[src/design/fdr_defines.svh]
`ifndef FDR_DEFINES_SVH
`define FDR_DEFINES_SVH

// =====================================================================
// Register indices (byte address is four times the index)
// =====================================================================
`define FDR_IDX_DUTY1 8'h30
`define FDR_IDX_DUTY2 8'h31
`define FDR_IDX_DUTY3 8'h32
`define FDR_IDX_PWMCFG1 8'h5C
`define FDR_IDX_PWMCFG2 8'h5D
`define FDR_IDX_PWMCFG3 8'h5E
`define FDR_IDX_ACCTL1 8'h62
`define FDR_IDX_ACCTL2 8'h63

// =====================================================================
// Field positions
// =====================================================================
`define FDR_SMOOTH1_BIT 3
`define FDR_SMOOTH2_BIT 7
`define FDR_SMOOTH3_BIT 3
`define FDR_STEP1_LSB 0
`define FDR_STEP2_LSB 4
`define FDR_STEP3_LSB 0
`define FDR_SLOW_BIT 3

// =====================================================================
// Reset values
// =====================================================================
`define FDR_DUTY_RST 8'h00
`define FDR_ACCTL_RST 8'h00
`define FDR_PWMCFG_RST 8'h82

// =====================================================================
// Output period and slow-down factor
// =====================================================================
`define FDR_SLOTS 8'hFF
`define FDR_SLOW_DIV 2'h3

`endif

[src/design/fdr_pkg.sv]
package fdr_pkg;
    typedef logic [7:0] fdr_duty_t;
    typedef logic [2:0] fdr_step_code_t;
endpackage

[src/design/fdr_ramp_limiter.sv]
// Functional notes
// - Smoothing off: newly calculated duty is applied immediately.
// - Smoothing on: duty change per update is bounded.
// - Control 1 bit 3 enables smoothing on output 1.
// - Control 2 bit 7 enables smoothing on output 2.
// - Control 2 bit 3 enables smoothing on output 3.
// - Period has 255 slots; duty counts high slots, one slot finest.
// - Step selectable per output: 1,2,3,5,8,12,24,48 slots.
// - Target above applied duty: raise applied duty by step.
// - Target below applied duty: lower applied duty by step.
// - Result after each step is the next comparison reference.
// - Enable and step act separately for each output.
// - Output 1 present duty register, 8-bit RW, resets to zero.
// - Output 1 step code in control 1 bits 2:0.
// - Output 2 step code in control 2 bits 6:4.
// - Output 3 step code in control 2 bits 2:0.
// - Slow bit makes the ramp four times longer.
//
// Register access over Wishbone was left to the implementer.
`timescale 1ns/10ps
`include "fdr_defines.svh"

module fdr_ramp_limiter
(
    input wire logic core_clk,
    input wire logic rst_n,
    // Classic Wishbone slave
    input wire logic wb_cyc_i,
    input wire logic wb_stb_i,
    input wire logic wb_we_i,
    input wire logic [9:0] wb_adr_i,
    input wire logic [3:0] wb_sel_i,
    input wire logic [31:0] wb_dat_i,
    output logic [31:0] wb_dat_o,
    output logic wb_ack_o,
    // Calculated duties from the temperature loop
    input wire fdr_pkg::fdr_duty_t calcDuty1,
    input wire fdr_pkg::fdr_duty_t calcDuty2,
    input wire fdr_pkg::fdr_duty_t calcDuty3,
    input wire logic calcValid,
    // Fan drive outputs
    output logic fanDrive1,
    output logic fanDrive2,
    output logic fanDrive3
);
    import fdr_pkg::*;

    // =================================================================
    // Functions
    // =================================================================
    // Step code to slot count
    // All eight codes are legal, so no default branch is needed
    function automatic fdr_duty_t stepSlots(input fdr_step_code_t code);
        fdr_duty_t s;
        s = 8'h01;
        unique case (code)
            3'h0: s = 8'h01;
            3'h1: s = 8'h02;
            3'h2: s = 8'h03;
            3'h3: s = 8'h05;
            3'h4: s = 8'h08;
            3'h5: s = 8'h0C;
            3'h6: s = 8'h18;
            3'h7: s = 8'h30;
        endcase
        return s;
    endfunction

    // One bounded step toward target, landing exactly when close
    // Landing on the target instead of stepping past it keeps the duty
    // from hunting around the target at every update when the gap is
    // smaller than one step.
    function automatic fdr_duty_t rampStep(input fdr_duty_t cur,
                                           input fdr_duty_t tgt,
                                           input fdr_duty_t step);
        fdr_duty_t r;
        r = cur;
        if (tgt > cur)
        begin
            if (8'(tgt - cur) <= step)
                r = tgt;
            else
                r = 8'(cur + step);
        end
        else if (tgt < cur)
        begin
            if (8'(cur - tgt) <= step)
                r = tgt;
            else
                r = 8'(cur - step);
        end
        return r;
    endfunction

    // =================================================================
    // Registers
    // =================================================================
    // Per-output state sits in three-entry arrays indexed by output
    fdr_duty_t duty [3];
    fdr_duty_t next_duty [3];
    logic [7:0] acCtrl1;
    logic [7:0] acCtrl2;
    logic [7:0] pwmCfg [3];
    logic [1:0] slowCnt [3];
    logic [1:0] next_slowCnt [3];
    logic [7:0] next_acCtrl1;
    logic [7:0] next_acCtrl2;
    logic [7:0] next_pwmCfg [3];
    logic wbAck;
    logic next_wbAck;
    logic [31:0] rdData;
    logic [31:0] next_rdData;
    fdr_duty_t slotCnt;
    fdr_duty_t next_slotCnt;
    logic [2:0] drive;
    logic [2:0] next_drive;

    // Decoded bus request and per-output control fields
    logic wbReq;
    logic [7:0] regIdx;
    logic wrEn;
    logic [2:0] smoothEn;
    fdr_step_code_t stepSel [3];
    fdr_duty_t calc [3];

    // Bus decode; word index from byte address
    // Registers sit one per 32-bit word; only byte lane 0 holds data,
    // so a write without that lane enabled changes nothing.
    assign wbReq = wb_cyc_i && wb_stb_i && !wbAck;
    assign regIdx = wb_adr_i[9:2];
    assign wrEn = wbReq && wb_we_i && wb_sel_i[0];
    assign wb_ack_o = wbAck;
    assign wb_dat_o = rdData;

    // Per-output enable and step fields; each output reads only its own
    // bits, so two fans on one temperature channel can ramp differently
    assign smoothEn[0] = acCtrl1[`FDR_SMOOTH1_BIT];
    assign smoothEn[1] = acCtrl2[`FDR_SMOOTH2_BIT];
    assign smoothEn[2] = acCtrl2[`FDR_SMOOTH3_BIT];
    assign stepSel[0] = acCtrl1[`FDR_STEP1_LSB +: 3];
    assign stepSel[1] = acCtrl2[`FDR_STEP2_LSB +: 3];
    assign stepSel[2] = acCtrl2[`FDR_STEP3_LSB +: 3];
    assign calc[0] = calcDuty1;
    assign calc[1] = calcDuty2;
    assign calc[2] = calcDuty3;

    // =================================================================
    // Register file and duty update
    // =================================================================
    // Bus write wins over a ramp step in the same cycle, since software
    // set the duty on purpose; the ramp resumes at the next update.
    // The slow divider counts updates, not clocks, so a slowed output
    // still moves only on calculation strobes and never between them.
    always_comb
    begin
        next_acCtrl1 = acCtrl1;
        next_acCtrl2 = acCtrl2;
        for (int i = 0; i < 3; i++)
        begin
            next_pwmCfg[i] = pwmCfg[i];
            next_duty[i] = duty[i];
            next_slowCnt[i] = slowCnt[i];
            if (calcValid)
            begin
                if (!smoothEn[i])
                begin
                    next_duty[i] = calc[i];
                    next_slowCnt[i] = 2'h0;
                end
                else if (!pwmCfg[i][`FDR_SLOW_BIT] ||
                         slowCnt[i] == `FDR_SLOW_DIV)
                begin
                    // Result becomes the reference for next compare
                    next_duty[i] = rampStep(duty[i], calc[i],
                                            stepSlots(stepSel[i]));
                    next_slowCnt[i] = 2'h0;
                end
                else
                    next_slowCnt[i] = 2'(slowCnt[i] + 2'h1);
            end
        end
        if (wrEn)
        begin
            unique case (regIdx)
                `FDR_IDX_DUTY1: next_duty[0] = wb_dat_i[7:0];
                `FDR_IDX_DUTY2: next_duty[1] = wb_dat_i[7:0];
                `FDR_IDX_DUTY3: next_duty[2] = wb_dat_i[7:0];
                `FDR_IDX_PWMCFG1: next_pwmCfg[0] = wb_dat_i[7:0];
                `FDR_IDX_PWMCFG2: next_pwmCfg[1] = wb_dat_i[7:0];
                `FDR_IDX_PWMCFG3: next_pwmCfg[2] = wb_dat_i[7:0];
                `FDR_IDX_ACCTL1: next_acCtrl1 = wb_dat_i[7:0];
                `FDR_IDX_ACCTL2: next_acCtrl2 = wb_dat_i[7:0];
                default: ;
            endcase
        end
    end

    // Register stage for the register file
    always_ff @(posedge core_clk or negedge rst_n)
    begin
        if (!rst_n)
        begin
            acCtrl1 <= `FDR_ACCTL_RST;
            acCtrl2 <= `FDR_ACCTL_RST;
            for (int i = 0; i < 3; i++)
            begin
                duty[i] <= `FDR_DUTY_RST;
                pwmCfg[i] <= `FDR_PWMCFG_RST;
                slowCnt[i] <= 2'h0;
            end
        end
        else
        begin
            acCtrl1 <= next_acCtrl1;
            acCtrl2 <= next_acCtrl2;
            for (int i = 0; i < 3; i++)
            begin
                duty[i] <= next_duty[i];
                pwmCfg[i] <= next_pwmCfg[i];
                slowCnt[i] <= next_slowCnt[i];
            end
        end
    end

    // =================================================================
    // Bus answer
    // =================================================================
    // Ack and read data are registered, so every access answers exactly
    // one cycle after it is taken; wbReq masks the ack cycle itself so a
    // master that holds its strobe through ack is not served twice.
    always_comb
    begin
        next_wbAck = wbReq;
        next_rdData = rdData;
        if (wbReq)
        begin
            // Unmapped addresses read zero and still ack
            unique case (regIdx)
                `FDR_IDX_DUTY1: next_rdData = {24'h0, duty[0]};
                `FDR_IDX_DUTY2: next_rdData = {24'h0, duty[1]};
                `FDR_IDX_DUTY3: next_rdData = {24'h0, duty[2]};
                `FDR_IDX_PWMCFG1: next_rdData = {24'h0, pwmCfg[0]};
                `FDR_IDX_PWMCFG2: next_rdData = {24'h0, pwmCfg[1]};
                `FDR_IDX_PWMCFG3: next_rdData = {24'h0, pwmCfg[2]};
                `FDR_IDX_ACCTL1: next_rdData = {24'h0, acCtrl1};
                `FDR_IDX_ACCTL2: next_rdData = {24'h0, acCtrl2};
                default: next_rdData = 32'h0000_0000;
            endcase
        end
    end

    // Register stage for the bus answer; read data holds between bus accesses
    always_ff @(posedge core_clk or negedge rst_n)
    begin
        if (!rst_n)
        begin
            wbAck <= 1'b0;
            rdData <= 32'h0000_0000;
        end
        else
        begin
            wbAck <= next_wbAck;
            rdData <= next_rdData;
        end
    end

    // =================================================================
    // Pulse-width output
    // =================================================================
    // 255-slot period, one slot per clock; duty counts high slots.
    // A duty of 255 holds the output high for the whole period.
    // The output is registered, so it trails the slot count by a clock
    // but never glitches between slots.
    always_comb
    begin
        if (slotCnt == 8'(`FDR_SLOTS - 8'h01))
            next_slotCnt = 8'h00;
        else
            next_slotCnt = 8'(slotCnt + 8'h01);
        for (int i = 0; i < 3; i++)
            next_drive[i] = (slotCnt < duty[i]);
    end

    // Register stage for the output counter
    always_ff @(posedge core_clk or negedge rst_n)
    begin
        if (!rst_n)
        begin
            slotCnt <= 8'h00;
            drive <= 3'h0;
        end
        else
        begin
            slotCnt <= next_slotCnt;
            drive <= next_drive;
        end
    end

    // Drive pins straight from the output flops
    assign fanDrive1 = drive[0];
    assign fanDrive2 = drive[1];
    assign fanDrive3 = drive[2];

endmodule // fdr_ramp_limiter

[config.mk]
export PLATFORM = sky130hd
export DESIGN_NAME = fdr_ramp_limiter
export DESIGN_NICKNAME = d
export VERILOG_FILES = /design/src/design/fdr_pkg.sv /design/src/design/fdr_ramp_limiter.sv
export VERILOG_INCLUDE_DIRS = /design/src /design/src/design
export SDC_FILE = /design/constraint.sdc
export NUM_CORES = 1
export LEC_CHECK = 0
export BUFFER_PORTS_ARGS = -buffer_cell sky130_fd_sc_hd__buf_2
export CAP_MARGIN = 10
export CORE_AREA = 2 2 142 144
export DETAILED_ROUTE_END_ITERATION = 16
export DIE_AREA = 0 0 144 146
export PLACE_DENSITY = 0.74
export SYNTH_ARGS = -nofsm -noshare
export SYNTH_HDL_FRONTEND = slang
export SYNTH_SLANG_ARGS = --single-unit
[constraint.sdc]
create_clock -name core_clk -period 4.7 [get_ports core_clk]
set_input_delay 0.47 -clock core_clk [delete_from_list [all_inputs] [get_ports core_clk]]
set_output_delay 0.47 -clock core_clk [all_outputs]
set_load 0.01 [all_outputs]
# == Yosys cells after proc, flatten, opt, wreduce, memory -nomap -nowiden ==
# Memories as Yosys holds them, arrays and structs flattened.
# Index checks and enable logic that the tools add are counted.
# totals
register_bits,114
rom_bits,144
in_bits,76
out_inout_bits,36
mem_count,3
# classes
addsub,16
n_lt_le_gt_ge,15
n_eq_ne,12
n_mux,42
reduce_logical,16
# memory_table
memory,words,word_bits,rd,rd_ports_with_merged_regs,write_ports,line,rtl
(no name shown),8,6,1,0,0,fdr_ramp_limiter.sv:56,unique case (code)
(no name shown),8,6,1,0,0,fdr_ramp_limiter.sv:56,
(no name shown),8,6,1,0,0,fdr_ramp_limiter.sv:56,
# ops
operator,n
$mux 8,34
$sub 8x8->8,9
$pmux 8 s8,1
$le 8x8->1,6
$lt 8x8->1,6
$eq 8x7->1 const B,5
$add 8x8->8,3
$eq 8x6->1 const B,3
$gt 8x8->1,3
$mux 24,1
$mux 2,6
$reduce_and 2->1,5
$add 8x1->8 const B,1
$eq 8x8->1 const B,1
$add 2x1->2 const B,3
$eq 2x2->1 const B,3
$logic_and 1x1->1,4
$logic_not 1->1,4
$logic_or 1x1->1,3

# == Longest topological paths before layout ==
# depth
depth_word,14
ltp_mapped,17
ltp_nobuf,16

# == Least setup slack after synthesis ==
# OpenSTA, ideal clock, no wires.
# synth_timing
kind,input to register
from,in calcDuty3[0]
to,reg duty[7] (netlist name)
arrival_time_ns,3.451
required_ns,4.561
slack_ns,1.110
path_stages,15
path_cell_list,inv_1 -> ha_1 -> fa_1 -> nand2b_1 -> a21oi_1 -> nor2_1 -> ha_1 -> a21oi_1 -> a21boi_1 -> o32a_1 -> nor4_2 -> and3_1 -> o21ai_1 -> a2111oi_0 -> nor4_1
# synth_rtl
item,line,rtl
"start, declared",fdr_ramp_limiter.sv:39,"input wire fdr_pkg::fdr_duty_t calcDuty3,"
"end signal, assigned by index",fdr_ramp_limiter.sv:207,duty[i] <= `FDR_DUTY_RST;
"end signal, assigned by index",fdr_ramp_limiter.sv:218,duty[i] <= next_duty[i];
"end, declared",fdr_ramp_limiter.sv:99,fdr_duty_t duty [3];

==> reports/results.ini <==
[finish]
diodes=0
drive_gt1_share_pct=11.92
nets=1529
syn_to_final_growth_pct=6.424
finish.utilization_pct=58.33

[floorplanning]
rows=51
die_area_um2=21020
pin_count=112
die_h_um=146
die_w_um=144
coreArea_um2=19330
start_util_pct=54.80

[clock_network]
cts_buffer_depth=2
clk_latency_ns=0.35
cts_made_buffers=9
htreeDepth=3
cts_tree=yes
cts_resized=0
cts_num_sinks=90
hold_buffers=0
cts.clk_slew.worst_paths_ns=0.07
clockRootBuffer=clkbuf_16
cts_setup_buffers=0

[placed_design]
gp_congestion=0.9367
post-place-ws_ns=0.5833
hpwl_mm=23.58
port-buffer-count=58

[logic_synthesis]
synth-async-reset-ratio_pct=100.0
synth_common_cells=146 x ha_1, 113 x nor2_1, 99 x inv_1, 89 x a21oi_1, 84 x dfrtp_1
ys_warn_count=0
synth_area_um2=10600
synth_enable_flop_cells=0
synth.top_cell.area_share_pct=19.84
synth_cell_type_count=95
ys_top_cells_by_area=dfrtp_1 20%, ha_1 17%, a21oi_1 4.2%, mux2_2 4.0%, nor2_1 4.0%
synth_area_per_cell_um2=8.410
seq_area_frac_synth_pct=21.32
synthCells=1260
synth_top_area_cell=dfrtp_1
yosysMostFrequentCell=ha_1
ys_ff_latch=90
dominantRegCellSynth=dfrtp_1

[setup_path]
crit_arrival_ns=4.31
rr_worst_depth=13
max_stage_delay_ns=0.60
crit_path_end_kind=flip-flop
start_kind=flip-flop
criticalPathCategory=flip-flop to flip-flop
cp_slowest_cell=dfrtp_1
crit_chain=fa_1, nand2b_1, a21oi_1, nor2_1, ha_1, a21oi_1, a21boi_1, o32a_1, nor4_2, a21oi_1, a221oi_1, a2111oi_0, nor4_1
crit_cells=13
r2r_slack_ns=0.62
crit_top_cell=a21oi_1
cp_top_family=compound AO/OA/AOI/OAI gates
path_buf_inv=0
worst-path-max-fanout=10
cp.required_ns=4.93

[routing]
num_vias=9765
drcViolationCount=0
ant_nets=0
viasPerCell=6.240
routed_wl_mm=30.25
wl_per_cell_um=19.33
first_pass_iters=7
drt_iter0_drc=1151

[pwr]
vdd_ir_drop_max_v=0.0002002
pwr-share-comb_pct=62.4
switchingPower_w=0.002161
intPower_w=0.002434
leakage_nw=5.422
power.density_nw_per_um2=407.5
seq_power_share_pct=21.9
sw_frac_of_total_pct=47.03
p_clk_share_pct=15.7

[global_route]
overflow=0
grt.total_usage_pct=29.11
grt_max_degree=62
grt_pass1_vias=9103
grt_pass1_wl_mm=48.37
antenna_found_initial=0

[sta]
period_minus_slack_ns=4.079
slew_viol_final=0
setup-tns-final_ns=0
fin_skew_ns=0.009198
timing.fmax_mhz=245.2
layout_worst_path_cycle_share_pct=86.79
relSlewSlack_pct=20.66
tightest_slew_ns=1.179
finalHoldViolations=0
layout_setup_ws_ns=0.6210
hold_ws_ns=0.1803
setup_viol=0
rsz0062_at_grt=no

[worst_hold_path]
hold_path_class=input port to asynchronous set/reset pin

[run]
maxCapViolCount=0

[status]
status=finished, final reports clean

power by group through the flow:
stage	Clock [W]	Combinational (W)	Sequential, W
global route	0.000761	0.00320	0.00101
detailed placement	0	0.00281	0.00101
global placement	0	0.00276	0.00101
finish	0.000720	0.00287	0.00101
CTS	0.000728	0.00283	0.000999
floorplan	0	0.00218	0.000959
flip-flops by register name (all words and copies together) (netlist names):
name	flops
duty	24
pwmCfg	24
acCtrl1	8
acCtrl2	8
slotCnt	8
wb_dat_o	8
slowCnt	6
drive	3
wb_ack_o	1
metrics by stage:
stage	cell area, um^2	power (W)	std cells
final	11280	0.004596	1565
after global routing	11280	0.004973	1565
after CTS	11280	0.004557	1565
after detailed placement	10970	0.003823	1549
after global placement	10970	0.003769	1549
after floorplan	10680	0.003139	1283
cells in the final DEF (no fill, tap or decap), types with 7 or more instances in the layout:
cell       synthesis  final
nor2_1           113    113
a22oi_1           11     11
o21bai_1           9      9
o31ai_1            9      9
fa_1              12     12
nor2b_1           25     25
buf_2              9     57
clkbuf_16          0      9
o21ai_0           60     60
xor2_1            17     17
a21o_1            41     41
o211ai_1          14     14
nor4_1            14     12
a211oi_1          16     16
nand3_1           30     30
inv_1             99     99
nor3_1            25     25
nand4_1           11     11
a31oi_1            9      9
conb_1             1     24
a2111oi_0          9      9
and3_1             7      7
a221oi_1          16     16
o21a_1            10     10
buf_4             26      9
xnor2_1           23     23
nand2_1           80     80
o32a_1             7      7
dfrtp_1           84     84
mux2_2            38     38
nand2b_1          22     22
a21oi_1           89     89
ha_1             146    146
o221ai_1           9      9
mux2i_1           24     24
o22ai_1            8      8
layer usage:
layer	track usage, %	wire length (um)
met2	46.00	13840
met1	40.56	12990
met3	3.817	2254
met4	10.98	1158
met5	0	0
final cells by class:
class / instances / area [um^2]
flip-flops and latches: 90 / 2260
inverters: 100 / 375.4
clock inverters: 5 / 50.05
clock buffers: 11 / 252.7
fillers: 1756 / 8058
repair buffers: 66 / 352.8
well taps: 265 / 331.6
multi-input cells: 1028 / 7655
path summary, 6_finish.rpt:
path | start | end
worst max-delay path | duty[1]$_DFF_PN0_ | duty[7]$_DFF_PN0_
min in group core_clk | calcDuty1[1] | duty[17]$_DFF_PN0_
worst min register to register | wb_dat_o[4]$_DFFE_PN0P_ | wb_dat_o[4]$_DFFE_PN0P_
max in group asynchronous | rst_n | pwmCfg[7]$_DFFE_PN1P_
worst min-delay path | rst_n | drive[2]$_DFF_PN0_
worst max register to register | duty[1]$_DFF_PN0_ | duty[7]$_DFF_PN0_
cell families (layout without fill, tap and decap cells):
logic type,count (synthesis),in the layout,synth area share (%)
xor gates and xnor gates,40,40,3.306
buffers and inverters,165,182,7.368
other,1,24,0.03539
adders and majority gates,158,158,19.51
AOI/OAI and AO/OA,380,380,25.25
and+or+nand+nor,364,364,16.91
DFF,90,90,21.32
muxes,62,62,6.305
Note: power is estimated with default switching activity, not from simulation.
